$ cat config.mk
export PLATFORM = sky130hd
export DESIGN_NAME = sbcp_top
export DESIGN_NICKNAME = d
export VERILOG_FILES = /design/src/shared/sbcp_pkg.sv /design/src/core/sbcp_top.sv
export VERILOG_INCLUDE_DIRS = /design/src /design/src/shared
export SDC_FILE = /design/constraint.sdc
export NUM_CORES = 1
export LEC_CHECK = 0
export ABC_AREA = 0
export BUFFER_PORTS_ARGS = -buffer_cell sky130_fd_sc_hd__buf_2
export CAP_MARGIN = 20
export CORE_ASPECT_RATIO = 1.2
export CORE_MARGIN = 3
export CORE_UTILIZATION = 35
export DETAILED_ROUTE_END_ITERATION = 16
export GPL_TIMING_DRIVEN = 1
export PLACE_DENSITY = 0.71
export SLEW_MARGIN = 20
export SYNTH_ARGS = -nofsm -noshare
export SYNTH_HDL_FRONTEND = slang
export SYNTH_SLANG_ARGS = --single-unit
$ cat constraint.sdc
create_clock -name CLOCK -period 8.3 [get_ports CLOCK]
set_input_delay 0.83 -clock CLOCK [delete_from_list [all_inputs] [get_ports CLOCK]]
set_output_delay 0.83 -clock CLOCK [all_outputs]
set_load 0.05 [all_outputs]
$ cat src/shared/sbcp_regs.svh
// Register offsets, field positions, reset values and bit-rate counts
`ifndef SBCP_REGS_SVH
`define SBCP_REGS_SVH
`define SBCP_OFS_DIV_HI    12'h000
`define SBCP_OFS_DIV_LO    12'h004
`define SBCP_OFS_CTRL      12'h008
`define SBCP_OFS_STAT      12'h00c
`define SBCP_CTRL_POL_BIT  0
`define SBCP_CTRL_MST_BIT  1
`define SBCP_STAT_RX_BIT   16
`define SBCP_STAT_CLK_BIT  17
`define SBCP_RST_DIV_HI    8'h00
`define SBCP_RST_DIV_LO    8'h00
`define SBCP_RST_CTRL      2'h0
`define SBCP_TICKS_NORMAL  5'h10
`define SBCP_TICKS_DOUBLE  5'h08
`endif

$ cat src/shared/sbcp_pkg.sv
// Types shared by the baud and clock polarity block
package sbcp_pkg;
    typedef enum logic [1:0] {
        SBCP_ASYNC, SBCP_SYNC, SBCP_RSVD, SBCP_MSPI
    } sbcp_mode_t;
    typedef struct packed {
        logic master;
        logic polarity;
    } sbcp_ctrl_t;
    typedef struct packed {
        logic rise;
        logic fall;
    } sbcp_edges_t;
endpackage

$ cat src/core/sbcp_top.sv
// Baud prescaler, bit-rate divider and synchronous clock edge selection
//
// Implementation choices: the placing of the registers and the APB interface to the registers.
`timescale 1ns/1ns
`include "sbcp_regs.svh"
module sbcp_top
    import sbcp_pkg::*;
#(
    parameter int DIV_W = 12
) (
    input  wire logic        CLOCK,
    input  wire logic        RST,
    input  wire logic        PSEL,
    input  wire logic        PENABLE,
    input  wire logic        PWRITE,
    input  wire logic [11:0] PADDR,
    input  wire logic [31:0] PWDATA,
    output logic      [31:0] PRDATA,
    output logic             PREADY,
    output logic             PSLVERR,
    input  wire logic [1:0]  MODE,
    input  wire logic        DOUBLE_SPEED,
    input  wire logic        TX_DATA,
    output logic             SERIAL_TX,
    input  wire logic        SERIAL_RX,
    input  wire logic        SYNC_CLOCK_I,
    output logic             SYNC_CLOCK_O,
    output logic             SYNC_CLOCK_OE,
    output logic             BAUD_TICK,
    output logic             BIT_TICK,
    output logic             TX_LAUNCH,
    output logic             RX_SAMPLE,
    output logic             RX_BIT
);
    localparam int HI_W = DIV_W - 8;

    // Status packing leaves bits 15:DIV_W free, so 15 is the limit
    if (DIV_W < 9 || DIV_W > 15) begin : g_chk
        $error("DIV_W must lie between 9 and 15");
    end

    logic [HI_W-1:0]  div_hi_ff;
    logic [7:0]       div_lo_ff;
    sbcp_ctrl_t       ctrl_ff;
    logic [DIV_W-1:0] presc_ff;
    logic [DIV_W-1:0] nxt_presc;
    logic [3:0]       bit_cnt_ff;
    logic [3:0]       nxt_bit_cnt;
    logic             xck_ff;
    logic             nxt_xck;
    logic             xs1_ff;
    logic             xs2_ff;
    logic             xs3_ff;
    logic             xf_ff;
    logic             rs1_ff;
    logic             rs2_ff;
    logic             rs3_ff;
    logic             rxf_ff;
    logic             pready_ff;
    logic [31:0]      prdata_ff;
    logic             pslverr_ff;
    logic             tick_ff;
    logic             bit_ff;
    logic             launch_ff;
    logic             sample_ff;
    logic             tx_ff;
    logic             rxbit_ff;
    logic             oe_ff;

    // Bus decode
    wire apb_setup = PSEL & PENABLE & ~pready_ff;
    wire apb_done  = PSEL & PENABLE & pready_ff;
    wire wr_en     = apb_done & PWRITE;
    wire hit_hi    = PADDR == `SBCP_OFS_DIV_HI;
    wire hit_lo    = PADDR == `SBCP_OFS_DIV_LO;
    wire hit_ctrl  = PADDR == `SBCP_OFS_CTRL;
    wire hit_stat  = PADDR == `SBCP_OFS_STAT;
    wire hit_any   = hit_hi | hit_lo | hit_ctrl | hit_stat;
    wire hi_write  = wr_en & hit_hi;
    wire lo_write  = wr_en & hit_lo;
    wire ctrl_write = wr_en & hit_ctrl;

    wire [DIV_W-1:0] divisor = {div_hi_ff, div_lo_ff};
    wire [DIV_W-1:0] new_div = {div_hi_ff, PWDATA[7:0]};
    wire sbcp_ctrl_t wr_ctrl = '{master:   PWDATA[`SBCP_CTRL_MST_BIT],
                                 polarity: PWDATA[`SBCP_CTRL_POL_BIT]};

    // Mode selection
    wire sbcp_mode_t mode = sbcp_mode_t'(MODE);
    wire sync_mode = (mode == SBCP_SYNC) | (mode == SBCP_MSPI);
    wire master_on = sync_mode & ctrl_ff.master;
    wire clk_lvl   = master_on ? xck_ff : xf_ff;

    // Prescaler
    wire presc_zero = presc_ff == '0;
    wire base_tick  = presc_zero & ~lo_write;
    // Low write restarts the period; the tick of that cycle is dropped
    assign nxt_presc = lo_write   ? new_div :
                       presc_zero ? divisor :
                       presc_ff - 1'b1;

    // Bit-rate divider, async only
    wire [4:0] tpb = (DOUBLE_SPEED & ~sync_mode) ? `SBCP_TICKS_DOUBLE
                                                 : `SBCP_TICKS_NORMAL;
    // Switching to double speed mid-count must not overrun the counter
    wire bit_last = {1'b0, bit_cnt_ff} >= (tpb - 5'h01);
    assign nxt_bit_cnt = ~base_tick ? bit_cnt_ff :
                         bit_last   ? 4'h0 : bit_cnt_ff + 4'h1;
    wire async_bit = ~sync_mode & base_tick & bit_last;

    // Clock edges: master from own divider, slave from filtered pin
    wire xs_agree = xs2_ff == xs3_ff;
    wire rx_agree = rs2_ff == rs3_ff;
    sbcp_edges_t edg;
    assign edg.rise = master_on ? (base_tick & ~xck_ff)
                                : (xs_agree & xs3_ff & ~xf_ff);
    assign edg.fall = master_on ? (base_tick & xck_ff)
                                : (xs_agree & ~xs3_ff & xf_ff);
    assign nxt_xck = master_on ? (xck_ff ^ base_tick) : 1'b0;

    // Polarity picks launch and sample edges; async ignores it
    wire launch = sync_mode ? (ctrl_ff.polarity ? edg.fall : edg.rise)
                            : async_bit;
    wire sample = sync_mode & (ctrl_ff.polarity ? edg.rise
                                                : edg.fall);

    // Read data
    wire [31:0] rd_hi   = {{(40-DIV_W){1'b0}}, div_hi_ff};
    wire [31:0] rd_lo   = {24'h000000, div_lo_ff};
    wire [31:0] rd_ctrl = {30'h00000000, ctrl_ff};
    wire [31:0] rd_stat = {14'h0000, clk_lvl, rxf_ff,
                           {(16-DIV_W){1'b0}}, presc_ff};
    wire [31:0] rd_mux  = hit_hi   ? rd_hi   :
                          hit_lo   ? rd_lo   :
                          hit_ctrl ? rd_ctrl :
                          hit_stat ? rd_stat : 32'h00000000;

    always_ff @(posedge CLOCK) begin
        if (RST) begin
            pready_ff  <= 1'b0;
            prdata_ff  <= 32'h00000000;
            pslverr_ff <= 1'b0;
        end else begin
            pready_ff  <= apb_setup;
            prdata_ff  <= apb_setup & ~PWRITE ? rd_mux : 32'h00000000;
            pslverr_ff <= apb_setup & ~hit_any;
        end
    end

    // Upper bits of the high write are dropped, not stored
    always_ff @(posedge CLOCK) begin
        if (RST) begin
            div_hi_ff <= HI_W'(`SBCP_RST_DIV_HI);
            div_lo_ff <= `SBCP_RST_DIV_LO;
            ctrl_ff   <= `SBCP_RST_CTRL;
        end else begin
            if (hi_write) div_hi_ff <= PWDATA[HI_W-1:0];
            if (lo_write) div_lo_ff <= PWDATA[7:0];
            if (ctrl_write) ctrl_ff <= wr_ctrl;
        end
    end

    always_ff @(posedge CLOCK) begin
        if (RST) begin
            presc_ff   <= '0;
            bit_cnt_ff <= 4'h0;
            xck_ff     <= 1'b0;
            oe_ff      <= 1'b0;
        end else begin
            presc_ff   <= nxt_presc;
            bit_cnt_ff <= nxt_bit_cnt;
            xck_ff     <= nxt_xck;
            oe_ff      <= master_on;
        end
    end

    // Pin synchronisers, three stages; a change counts once 2 and 3 agree
    always_ff @(posedge CLOCK) begin
        if (RST) begin
            {xs1_ff, xs2_ff, xs3_ff, xf_ff} <= 4'h0;
            {rs1_ff, rs2_ff, rs3_ff, rxf_ff} <= 4'hf;
        end else begin
            {xs1_ff, xs2_ff, xs3_ff} <= {SYNC_CLOCK_I, xs1_ff, xs2_ff};
            {rs1_ff, rs2_ff, rs3_ff} <= {SERIAL_RX, rs1_ff, rs2_ff};
            if (xs_agree) xf_ff <= xs3_ff;
            if (rx_agree) rxf_ff <= rs3_ff;
        end
    end

    always_ff @(posedge CLOCK) begin
        if (RST) begin
            tick_ff   <= 1'b0;
            bit_ff    <= 1'b0;
            launch_ff <= 1'b0;
            sample_ff <= 1'b0;
            tx_ff     <= 1'b1;
            rxbit_ff  <= 1'b1;
        end else begin
            tick_ff   <= base_tick;
            bit_ff    <= launch;
            launch_ff <= launch;
            sample_ff <= sample;
            if (launch) tx_ff <= TX_DATA;
            if (sample) rxbit_ff <= rxf_ff;
        end
    end

    assign PRDATA        = prdata_ff;
    assign PREADY        = pready_ff;
    assign PSLVERR       = pslverr_ff;
    assign SERIAL_TX     = tx_ff;
    assign SYNC_CLOCK_O  = xck_ff;
    assign SYNC_CLOCK_OE = oe_ff;
    assign BAUD_TICK     = tick_ff;
    assign BIT_TICK      = bit_ff;
    assign TX_LAUNCH     = launch_ff;
    assign RX_SAMPLE     = sample_ff;
    assign RX_BIT        = rxbit_ff;

    // Checking helpers: base ticks seen since the last BIT_TICK, async bit or sync launch
    logic [4:0] hlp_cnt_ff;
    logic       hlp_ok_ff;
    logic [1:0] hlp_cfg_ff;
    wire  [1:0] hlp_cfg = {DOUBLE_SPEED, sync_mode};
    always_ff @(posedge CLOCK) begin
        if (RST) begin
            hlp_cnt_ff <= 5'h00;
            hlp_ok_ff  <= 1'b0;
            hlp_cfg_ff <= 2'h0;
        end else begin
            hlp_cfg_ff <= hlp_cfg;
            if (BIT_TICK) hlp_cnt_ff <= 5'h00;
            else if (BAUD_TICK) hlp_cnt_ff <= hlp_cnt_ff + 5'h01;
            if (hlp_cfg != hlp_cfg_ff) hlp_ok_ff <= 1'b0;
            else if (BIT_TICK) hlp_ok_ff <= 1'b1;
        end
    end
endmodule // sbcp_top

**Word-level counts from Yosys, hierarchy flattened**

Cells that the tools add are included.

- Bits of input ports: 55
- Register bits after elaboration: 61
- Output and inout bits: 42
- Word-level logic and storage cells: 94

- Equality and inequality tests: 7
- Reduce and logical (&&, ||, !) cells: 6
- Muxes and demuxes: 14
- Magnitude comparators: 1
- Add/subtract/negate cells: 3
- Bitwise logic cells: 37

Operators by type and width:

| operator | number |
|---|---|
| == test 12 x 4 -> 1 bit, second input constant | 2 |
| zero test 12 bit | 2 |
| 2-to-1 mux 12 bit | 2 |
| 2-to-1 mux 8 bit | 3 |
| AND 1 bit | 21 |
| == test 12 x 3 -> 1 bit, second input constant | 1 |
| subtractor 12 x 1 -> 12 bit, second input constant | 1 |
| NOT 1 bit | 11 |
| 2-to-1 mux 4 bit | 2 |
| 2-to-1 mux 1 bit | 6 |
| OR reduction 6 bit | 1 |
| greater-or-equal comparator 4 x 5 -> 1 bit | 1 |
| 2-to-1 mux 5 bit | 1 |
| subtractor 5 x 1 -> 5 bit, second input constant | 1 |
| adder 4 x 1 -> 4 bit, second input constant | 1 |
| OR 1 bit | 4 |
| OR reduction 2 bit | 2 |
| OR reduction 3 bit | 1 |
| == test 1 bit | 2 |
| == test 2 x 1 -> 1 bit, second input constant | 1 |
| == test 2 bit, second input constant | 1 |
| bitwise XOR 1 bit | 1 |

**Logic depth before layout (Yosys ltp)**

Gate-level depths: netlist of the first run.

- Word-level depth: 10
- Gate-level depth with buffers: 10
- Mapped depth without buffers: 10

**Worst setup path after synthesis of the first run**

No wires, ideal clock.

- Kind: in2reg
- Start: input port PADDR[1]
- End: register rxbit_ff, in the netlist RX_BIT
- Setup slack: 5.401 ns
- Arrival time: 2.779 ns
- Library setup time: 0.120 ns
- Buffers on the path: 1
- Stages on the path: 9
- Required time: 8.180 ns
- Path through: nor4_1 > and4_1 > clkbuf_1 > nor2_1 > ha_1 > a221oi_1 > a311o_1 > nor2_1 > a211o_1

- Cells in the longest elaborated chain, start to end: 8
- Elaborated cells on any way between the ends: 10
- Classes of those cells: eq/ne: 1; mux: 3; bitwise: 6

Ends and longest elaborated chain:

| what | RTL line | source |
|---|---|---|
| start, declared | sbcp_top.sv:16 | `input wire logic [11:0] PADDR,` |
| == test 12 x 3 -> 1 bit (no source line) (*) | - |  |
| AND 1 bit (*) | sbcp_top.sv:80 | `wire lo_write = wr_en & hit_lo;` |
| NOT 1 bit (*) | sbcp_top.sv:96 | `wire base_tick = presc_zero & ~lo_write;` |
| AND 1 bit (*) | sbcp_top.sv:96 |  |
| named net base_tick | sbcp_top.sv:96 |  |
| AND 1 bit (on tied branches) | sbcp_top.sv:117, sbcp_top.sv:115 |  |
| 2-to-1 mux 1 bit (on tied branches) | sbcp_top.sv:117, sbcp_top.sv:115 |  |
| 2-to-1 mux 1 bit (*) | sbcp_top.sv:124 | `wire sample = sync_mode & (ctrl_ff.polarity ? edg.rise` |
| AND 1 bit (*) | sbcp_top.sv:124 |  |
| end signal, assigned | sbcp_top.sv:204 | `if (sample) rxbit_ff <= rxf_ff;` |
| end, declared | sbcp_top.sv:67 | `logic rxbit_ff;` |

Mark *: on every way through the listed nets, which the timed path passes. The rest lies on a longest branch.
A chain may end at the register's enable or synchronous reset.

**Worst setup path in the final report of the first run**

- Start: input port PADDR[3]
- End: register rxbit_ff, in the netlist RX_BIT

The elaborated chain is that of the path after synthesis.

==> results of run 1 <==
==> critical path, cell delays in order <==
cell and delay [ns]:
buf_2 0.22, nor4b_1 0.58, and4_1 0.45, nor2_1 0.14, ha_1 0.23, a221oi_1 0.29
a311o_1 0.22, nor2_1 0.05, a211o_1 0.25
==> state kept, by name, summed over array words and instances (netlist names), 2 cells and up <==
signal      count
PRDATA         14
presc_ff       12
div_lo_ff       8
bit_cnt_ff      4
div_hi_ff       4
ctrl_ff         2
==> cell type report <==
cell class                 count  area share [%]
multi-input combinational    225            42.6
sequential                    61            38.3
timing repair buffer          53            8.32
clock buffer                  12            4.55
tap                           90            3.53
clock inverter                 4            1.49
inverter                      10            1.18
==> metrics by stage <==
step	hold slack [ns]	total power, mW
5_1_grt	0.436	0.916
4_1_cts	0.418	0.870
2_1_floorplan	0.389	0.569
3_3_place_gp	0.398	0.599
6_report	0.414	0.867
3_5_place_dp	0.402	0.609
==> power by group <==
group	total, mW	internal (mW)	switching (mW)	leakage [nW]
logic	0.251	0.113	0.139	0.781
registers	0.354	0.323	0.0310	0.496
clock network	0.261	0.146	0.115	0.0964
total	0.867	0.582	0.285	1.37
==> cells by family (layout without fill, tap and decap cells) <==
| family | count (synthesis) | in the layout |
|---|---|---|
| xor gates and xnor gates | 9 | 9 |
| other | 1 | 18 |
| and+or+nand+nor | 120 | 120 |
| adders and majority gates | 8 | 8 |
| buffers and inverters | 43 | 79 |
| muxes | 15 | 15 |
| AOI/OAI and AO/OA | 55 | 55 |
| DFF | 61 | 61 |
==> Yosys cell counts (3+ instances only) <==
cell type  count
a211oi_1       4
inv_1         10
o21ai_0        3
nand3_1        8
buf_4         19
xnor2_1        5
or2_2          4
a31oi_1        5
dfxtp_1       61
clkbuf_1      13
nor2b_1        4
and4_1         3
a21oi_1       24
nor2_1        39
ha_1           8
xor2_1         4
nand2_1       29
nor4_1         5
a211o_1        3
or3_1          4
nor3_1         5
mux2i_1       15
and2_1         7
o211ai_1       6
==> worst paths after layout <==
check | start | to | slack, ns | cells after the start
worst min register to register | rs1_ff$_SDFF_PP1_ | rs2_ff$_SDFF_PP1_ | 0.41 | 1
worst max register to register | presc_ff[0]$_SDFF_PP0_ | RX_BIT$_SDFFE_PP1P_ | 5.30 | 9
worst min-delay path | rs1_ff$_SDFF_PP1_ | rs2_ff$_SDFF_PP1_ | 0.41 | 1
worst max-delay path | PADDR[3] | RX_BIT$_SDFFE_PP1P_ | 5.26 | 9
==> metal layers <==
metal | vias to the layer above | wire length (um) | share of wire [%]
met1 | 1059 | 2520 | 42
met3 | 11 | 373 | 6.2
met5 | - | 0 | 0
li1 | 1141 | - | -
met4 | 0 | 149 | 2.5
met2 | 65 | 2960 | 49
==> metrics.md, run 1 <==
| Metric | Value |
|---|---|
| Static leakage | 1.37 nW |
| Detailed Route WL | between 5 and 6 mm |
| Prevailing post-synth register cell | dfxtp_1 |
| ANT cells | 0 |
| Worst EP required | between 8 and 9 ns |
| Max_cap viols | 0 |
| Routed Antenna Nets | 0 |
| Via density | roughly 5 |
| Core area | approximately 7400 um2 |
| Worst setup path category | in2reg |
| Syn avg cell area | around 8.8 um2 |
| Drt drc | 0 |
| Ys Warns | 0 |
| Final setup fails | 0 |
| DR vias | roughly 2.3k |
| Final setup skew | 0.0119 ns |
| Commonest non-fill, non-tap cells in the layout | dfxtp_1, buf_2, nor2_1 |
| Setup ws final | between 5 and 6 ns |
| Pwr Density | between 200 and 300 nW/um2 |
| TritonCTS sink count | between 60 and 70 |
| Post-synth top area cell | dfxtp_1 |
| Initial antenna violation count | 0 |
| Simple-Gate Fraction of Synth Area | around 22% |
| Seq/Total Area, Yosys | 44.5% |
| Hold Crit Class | reg2reg |
| First-pass GRT wire length | between 9 and 10 mm |
| Routing usage on met3 | under 10% |
| Final Wtd Congestion | about 0.81 |
| NumNets Final | 423 |
| Clock-pin slew on the worst setup and hold paths | ~0.06 ns |
| Post-Syn Area | around 2700 um2 |
| Max Slew Vio Count | 0 |
| Synth unique cells | 42 |
| Minimum clock period | slightly above 3 ns |
| Startpoint Class | input port |
| Post-synth EDFFs | 0 |
| Row count | 34 |
| Fill cells | 749 |
| Largest net degree at the start of global routing | 48 |
| Most common cell after layout, fill and taps aside | dfxtp_1 |
| Share of cells above drive strength 1 | roughly a fifth |
| Hpwl dp | 4.36 mm |
| Clk_lat worst skew | ~0.34 ns |
| Peak VDD IR | between 0.1 and 0.15 mV |
| Ranking of synthesized cells by area | dfxtp_1, mux2i_1, nor2_1 |
| Post-CTS Setup Repair Bufs | 0 |
| Flops & latches, synth | 61 |
| H-tree depth reported by CTS | 3 |
| Post-synthesis adder-cell area fraction | 3.65% |
| Root Buffer Master | clkbuf_8 |
| Cts hold-fix bufs | 0 |
| Met2 global-route usage | between 20 and 25% |
| Final instance area | about 3200 um2 |
| Initial DRC count | 108 |
| RSZ-0062 raised after global routing | false |
| Post-synthesis mux area share | around 5.5% |
| Die ar. | 8950 um2 |
| Grt ovf | 0 |
| Area Overhead vs Synth | 16.2% |
| Period utilization | 36.6% |
| Post-synthesis xor/xnor area fraction | ~2.9% |
| Met1 global-route usage | between 15 and 20% |
| Synth top area share | around 44% |
| Critical path capture point type | flop |
| Max FO, Critical Path | 16 |
| Worst Path Arrival | about 3.3 ns |
| Async SR Flop Fraction | 0% |
| IO Pins | 97 |
| Post-route setup TNS | 0 ns |
| Pre-antenna DRT Iters | 5 |
| Routed wire per std cell | around 13 um |
| Most used routing layer | met2 |
| Complex-gate fraction of the synthesized area | between 10% and 20% |
| Number of global-route vias before repair | roughly 2.1k |
| Number of port buffers | 53 |
| Non-filler cells, final | about 460 |
| Dpl cells | 439 |
| Post-CTS sizing | 0 |
| Total clock buffers created by CTS | 9 |
| Fmax achieved | approximately 330 MHz |
| Multi-input gate area | roughly 1400 um2 |
| Initial Util | between 30% and 40% |
| Hold Violations, Final | 0 |
| Least-Margin Pin Slew | around 0.81 ns |
| TritonCTS clock tree | done |
| Largest family of logic cells by synthesized area | simple AND/OR/NAND/NOR gates |
| Status | complete, no violations |
| CTS Buffer Depth | 2 |
| Die H | just over 100 um |
| Die Width | 86.8 um |
| Cell count after synthesis | roughly 310 |
| Area after DPL | 3000 um2 |
| Relative slew slack | between 40% and 50% |
| GRT Util Overall | between 10% and 20% |
| Place WS | approximately 4.9 ns |
| Register area | roughly 1200 um2 |
| Util after Layout | between 40% and 50% |
Note: power is estimated with default switching activity, not from simulation.
==> inputs of run 2 (changes only) <==
- clock period: 8.3 -> 3 ns (I/O delays scaled with it)
==> run 2 against run 1 <==
- clock power rose to 2.6 times the previous value
- highest routed layer unchanged
- die area unchanged
- sequential power grew to 2.7 times the previous value
- critical endpoint unchanged
- register-to-register slack worse by 5.1 ns
==> metrics.md, run 2 (synthesized netlist as in run 1, its figures left out) <==
| Metric | Value |
|---|---|
| Largest net degree at the start of global routing | 48 (unchanged) |
| Number of global-route vias before repair | 2254 (+5.1%) |
| Number of port buffers | 53 (unchanged) |
| Final setup skew | 0.00919 ns (-0.00270 ns) |
| Max_cap viols | 0 (unchanged) |
| Minimum clock period | ~2.8 ns |
| Detailed Route WL | 5.99 mm (-0.22%) |
| WHS Path Cells | 2 (+1) |
| Most used cell, CP | ha_1 |
| NumNets Final | 432 (+2.1%) |
| Initial antenna violation count | 0 (unchanged) |
| Peak VDD IR | 0.335 mV (+140%) |
| Buf+Inv Stages, Crit Path | 1 (unchanged) |
| Cts hold-fix bufs | 0 (unchanged) |
| Share of cells above drive strength 1 | 22.8% (+1.8 points) |
| Worst setup path category | reg2reg |
| Area after DPL | 3060 um2 (+2.0%) |
| Die ar. | 8950 um2 (unchanged) |
| DR vias | 2313 (+1.6%) |
| Total clock buffers created by CTS | 9 (unchanged) |
| Startpoint Class | flop |
| Fill cells | 748 (-0.13%) |
| Hold Violations, Final | 0 (unchanged) |
| CTS Buffer Depth | 2 (unchanged) |
| RSZ-0062 raised after global routing | false |
| Post-CTS sizing | 0 (unchanged) |
| Post-CTS Setup Repair Bufs | 0 (unchanged) |
| Fmax achieved | between 300 and 400 MHz |
| Final Wtd Congestion | 0.824 (+1.2%) |
| Hold Crit Class | in2reg |
| Worst EP required | 3.23 ns (-5.30 ns) |
| ANT cells | 0 (unchanged) |
| Row count | 34 (unchanged) |
| Worst Path Arrival | 3.04 ns (-0.23 ns) |
| Pre-antenna DRT Iters | 4 (-1) |
| Post-route setup TNS | 0 ns (unchanged) |
| Final instance area | 3240 um2 (+1.6%) |
| Most common cell after layout, fill and taps aside | dfxtp_1 |
| IO Pins | 97 (unchanged) |
| Initial DRC count | 128 (+19%) |
| Slowest stage delay, CP | 0.44 ns (-0.14 ns) |
| Relative slew slack | 46.0% (+0.26 points) |
| Core area | 7440 um2 (unchanged) |
| First-pass GRT wire length | 9.89 mm (+2.8%) |
| Root Buffer Master | clkbuf_8 |
| Initial Util | 36.9% (unchanged) |
| Drt drc | 0 (unchanged) |
| Pwr Density | 731 nW/um2 (+170%) |
| Reg2Reg Depth | 9 (unchanged) |
| CP delay by family, top | simple AND/OR/NAND/NOR gates |
| H-tree depth reported by CTS | 3 (unchanged) |
| Via density | 5.01 (about the same) |
| Area Overhead vs Synth | 18.1% |
| Critical path capture point type | flop |
| Die H | 103 um (unchanged) |
| Die Width | 86.8 um (unchanged) |
| WP depth | 9 (unchanged) |
| Hpwl dp | 4.37 mm (+0.15%) |
| Period utilization | between 90% and 100% |
| Util after Layout | 43.5% (+0.71 points) |
| Grt ovf | 0 (unchanged) |
| GRT Util Overall | 14.3% (+0.30 points) |
| Routed wire per std cell | 13.0 um (-1.7%) |
| Max reg flops | 14 (unchanged) |
| Final setup fails | 0 (unchanged) |
| Status | complete, no violations |
| Max stage delay cell, worst path | or4_4 |
| Static leakage | 1.42 nW (+3.4%) |
| Least-Margin Pin Slew | 0.810 ns (-0.00395 ns) |
| Max FO, Critical Path | 4 (-12) |
| Routed Antenna Nets | 0 (unchanged) |
| Crit path cell chain | inv_1 -> ha_1 -> or3b_2 -> or4_4 -> nor2_1 -> ha_1 -> a221oi_1 -> a311o_1 -> a211o_1 |
| TritonCTS sink count | 61 (unchanged) |
| Max Slew Vio Count | 0 (unchanged) |
| Clk_lat worst skew | 0.34 ns (about the same) |
| Clock-pin slew on the worst setup and hold paths | 0.07 ns (about the same) |
| Commonest non-fill, non-tap cells in the layout | dfxtp_1, buf_2, nor2_1 |
| TritonCTS clock tree | done |
==> run 2: cell types whose count changed in the layout (fill, tap and decap cells not counted) <==
cell        before  now
clkbuf_8        10   13
nor4_1           4    5
buf_4            0    9
clkinvlp_4       1    0
bufinv_16        1    0
nor4_2           1    0
clkinv_2         2    1
clkbuf_1         2    0
==> run 2: final timing paths <==
check                                            to  slack [ns]              startpoint
worst max-delay path            RX_BIT$_SDFFE_PP1P_        0.18  presc_ff[0]$_SDFF_PP0_
worst min-delay path              rs1_ff$_SDFF_PP1_        0.14               SERIAL_RX
worst max register to register  RX_BIT$_SDFFE_PP1P_        0.18  presc_ff[0]$_SDFF_PP0_
worst min register to register    rs2_ff$_SDFF_PP1_        0.41       rs1_ff$_SDFF_PP1_
==> run 2: final cells by class <==
class / instances / area, um2 / area share (%)
multi-input cells: 225 / 1350 / 41.8
flip-flops and latches: 61 / 1220 / 37.7
repair buffers: 62 / 333 / 10.3
clock buffers: 13 / 179 / 5.52
well taps: 90 / 113 / 3.47
inverters: 10 / 37.5 / 1.16
clock inverters: 1 / 5.00 / 0.154
==> run 2: metrics by stage <==
stage / hold WS, ns / worst slack [ns] / instances / total power, mW
after floorplan: 0.389 / 0.370 / 329 / 1.57
after global placement: 0.397 / 0.234 / 448 / 1.69
after detailed placement: 0.399 / 0.207 / 448 / 1.71
after CTS: 0.136 / 0.191 / 462 / 2.39
after global routing: 0.145 / 0.0203 / 462 / 2.52
final: 0.144 / 0.184 / 462 / 2.37
==> run 2: per-layer routing <==
metal | vias to the layer above | track usage [%] | routed length [um] | share of wire, %
li1 | 1161 | - | - | -
met1 | 1070 | 15.5 | 2440 | 41
met2 | 68 | 24.7 | 2980 | 50
met3 | 14 | 3.76 | 372 | 6.2
met4 | 0 | 8.87 | 190 | 3.2
met5 | - | 0 | 0 | 0
==> run 2: worst register-to-register path: cells and delay by family, from the launching register on <==
kind                     cells  cell delay [ns]
AO/OA/AOI/OAI                3             0.76
adder cells (fa/ha/maj)      2             0.38
buffers and inverters        1             0.11
flip-flops                   1             0.34
AND/OR/NAND/NOR              3             1.12
==> run 2: power by group <==
part           internal, mW  total [mW]  leakage, nW  switching, mW
registers             0.894       0.970        0.496         0.0758
clock network         0.379       0.678       0.0974          0.299
logic                 0.333       0.722        0.827          0.390
total                  1.61        2.37         1.42          0.764
==> inputs of run 3 (changes only) <==
- CORE_UTILIZATION: 35 -> 48
- PLACE_DENSITY: 0.71 -> 0.88
- REMOVE_ABC_BUFFERS: not set -> 1
==> run 3 against run 2 <==
- sequential power decreased by 0.4%
- cell count is 5.4% lower
- hold slack got worse by 0.011 ns
- die area shrank 25%
- non-clock buffer count up 1
- global-route usage up 5.7 points
- highest routed layer unchanged
- clock-buffer cell count decreased by 1
==> metrics.md, run 3 (synthesized netlist as in run 1, its figures left out) <==
| Metric | Value |
|---|---|
| ANT cells | 0 (unchanged) |
| Worst EP required | 3.24 ns (about the same) |
| Max Slew Vio Count | 0 (unchanged) |
| Largest net degree at the start of global routing | 47 (-2.1%) |
| R2R Path Start | presc_ff[0]$_SDFF_PP0_ |
| Routed Antenna Nets | 0 (unchanged) |
| Max reg flops | 14 (unchanged) |
| NumNets Final | 433 (+0.23%) |
| Highest routed layer | met4 |
| Initial Util | 50.8% (+14 points) |
| TritonCTS clock tree | done |
| CP delay by family, top | simple AND/OR/NAND/NOR gates |
| Status | complete, no violations |
| Die H | 88.8 um (-14%) |
| Final setup fails | 0 (unchanged) |
| Post-CTS Setup Repair Bufs | 0 (unchanged) |
| RSZ-0062 raised after global routing | false |
| Max stage delay cell, worst path | or3b_2 |
| Met3 routed WL | 358 um (-3.8%) |
| Die Width | 75.0 um (-14%) |
| WHS Path Cells | 2 (unchanged) |
| Setup ws final | 0.191 ns (+0.00616 ns) |
| Worst setup path category | reg2reg |
| Root Buffer Master | clkbuf_8 |
| Share of cells above drive strength 1 | 23.5% (+0.62 points) |
| Minimum clock period | 2.81 ns (-0.00616 ns) |
| Max_cap viols | 0 (unchanged) |
| Pwr Density | 772 nW/um2 (+5.5%) |
| Detailed Route WL | 6.10 mm (+1.9%) |
| Util after Layout | 60.3% (+17 points) |
| Worst Path Arrival | 3.05 ns (about the same) |
| Post-route setup TNS | 0 ns (unchanged) |
| Via density | 5.35 (+6.8%) |
| Slowest stage delay, CP | 0.44 ns (about the same) |
| Max FO, Critical Path | 4 (unchanged) |
| Clock-pin slew on the worst setup and hold paths | 0.07 ns (about the same) |
| Drt drc | 0 (unchanged) |
| Number of port buffers | 53 (unchanged) |
| Row count | 29 (-15%) |
| Die ar. | 6670 um2 (-25%) |
| Routed wire per std cell | 14.0 um (+7.7%) |
| Most common cell after layout, fill and taps aside | dfxtp_1 |
| Buf+Inv Stages, Crit Path | 1 (unchanged) |
| Hpwl dp | 4.41 mm (+1.0%) |
| Most used cell, CP | ha_1 |
| Total clock buffers created by CTS | 9 (unchanged) |
| IO Pins | 97 (unchanged) |
| H-tree depth reported by CTS | 3 (unchanged) |
| Relative slew slack | 64.1% (+18 points) |
| Initial antenna violation count | 0 (unchanged) |
| Hold path startpoint | SERIAL_RX |
| WL met2 | 3.17 mm (+6.3%) |
| CTS Buffer Depth | 2 (unchanged) |
| TritonCTS sink count | 61 (unchanged) |
| Final instance area | 3260 um2 (+0.50%) |
| DR vias | 2336 (+0.99%) |
| Period utilization | 93.6% (-0.21 points) |
| Grt ovf | 0 (unchanged) |
| Final setup skew | 0.00525 ns (-0.00394 ns) |
| Fill cells | 454 (-39%) |
| Peak VDD IR | 0.414 mV (+24%) |
| Clk_lat worst skew | 0.35 ns (about the same) |
| GRT Util Overall | 20.0% (+5.7 points) |
| Fmax achieved | 356 MHz (+0.22%) |
| Hold WS | 0.132 ns (-0.0115 ns) |
| Crit path cell chain | inv_1 -> ha_1 -> or3b_2 -> or4_4 -> nor2_2 -> ha_1 -> nand3_1 -> a311o_1 -> a211o_1 |
| Initial DRC count | 126 (-1.6%) |
| Final Wtd Congestion | 0.913 (+11%) |
| Hold Crit Class | in2reg |
| Number of global-route vias before repair | 2255 (+0.044%) |
| Commonest non-fill, non-tap cells in the layout | dfxtp_1, buf_2, nor2_1 |
| R2r endpoint | RX_BIT$_SDFFE_PP1P_ |
| Area Overhead vs Synth | 18.7% |
| Place WS | 0.188 ns (-0.0198 ns) |
| Hold Path End | rs1_ff$_SDFF_PP1_ |
| WL met1 | 2.44 mm (about the same) |
| Core area | 5410 um2 (-27%) |
| Static leakage | 1.44 nW (+1.6%) |
| Reg2Reg Depth | 9 (unchanged) |
| Least-Margin Pin Slew | 0.531 ns (-0.279 ns) |
| Area after DPL | 3030 um2 (-0.90%) |
| Pre-antenna DRT Iters | 4 (unchanged) |
| Startpoint Class | flop |
| First-pass GRT wire length | 10.1 mm (+1.7%) |
| Hold Violations, Final | 0 (unchanged) |
| R2r setup slk | 0.19 ns (about the same) |
| Critical path capture point type | flop |
[run 3: changes by cell type in the layout (fill, tap and decap cells not counted)]
cell / change
buf_4: +1
bufinv_16: +2
clkbuf_1: +1
clkbuf_8: -2
clkinv_2: +1
nor2_1: -1
nor2_2: +1
[run 3: stage by stage]
stage | instances | power [mW]
global placement | 421 | 1.68
global route | 437 | 2.67
floorplan | 296 | 1.53
detailed placement | 421 | 1.70
CTS | 437 | 2.52
finish | 437 | 2.51
[run 3: where the power goes]
part	internal [mW]	switching, mW
Combinational	0.334	0.397
Sequential	0.894	0.0722
Clock	0.510	0.307
Total	1.74	0.776
[run 3: final cells by class]
cell class                      instances  area (um2)  area share (%)
Multi-Input combinational cell        225        1360            41.6
Inverter                               10        37.5            1.15
Tap cell                               62        77.6            2.38
Clock inverter                          4        70.1            2.15
Sequential cell                        61        1220            37.5
Timing Repair Buffer                   63         340            10.4
Clock buffer                           12         155            4.76
[run 3: how the worst max path moves through the flow]
| stage | startpoint | slack, ns | endpoint | cells past startpoint |
|---|---|---|---|---|
| after floorplan | presc_ff[6]$_SDFF_PP0_ | 0.24 | RX_BIT$_SDFFE_PP1P_ | 7 |
| after global placement | presc_ff[6]$_SDFF_PP0_ | 0.21 | RX_BIT$_SDFFE_PP1P_ | 7 |
| after detailed placement | presc_ff[0]$_SDFF_PP0_ | 0.19 | RX_BIT$_SDFFE_PP1P_ | 9 |
| after CTS | presc_ff[0]$_SDFF_PP0_ | 0.13 | RX_BIT$_SDFFE_PP1P_ | 9 |
| after global routing | presc_ff[0]$_SDFF_PP0_ | 0.1 | RX_BIT$_SDFFE_PP1P_ | 9 |
| final | presc_ff[0]$_SDFF_PP0_ | 0.19 | RX_BIT$_SDFFE_PP1P_ | 9 |
[run 3: per-layer routing]
metal	up-vias	track usage, %
met4	0	9.87
met1	1088	22.3
met3	14	5.68
met5	-	0
li1	1161	-
met2	73	34.5
[run 3: what timing repair did]
item | CTS | global route
hold buffers | 0 | 0
setup endpoints to repair | 0 | 1
gates resized for setup | 0 | 1
[run 3: worst reg2reg max path: stages, from the launching register on]
cell	delay [ns]
dfxtp_1	0.34
inv_1	0.11
ha_1	0.15
or3b_2	0.44
or4_4	0.44
nor2_2	0.22
ha_1	0.20
nand3_1	0.12
a311o_1	0.38
a211o_1	0.30
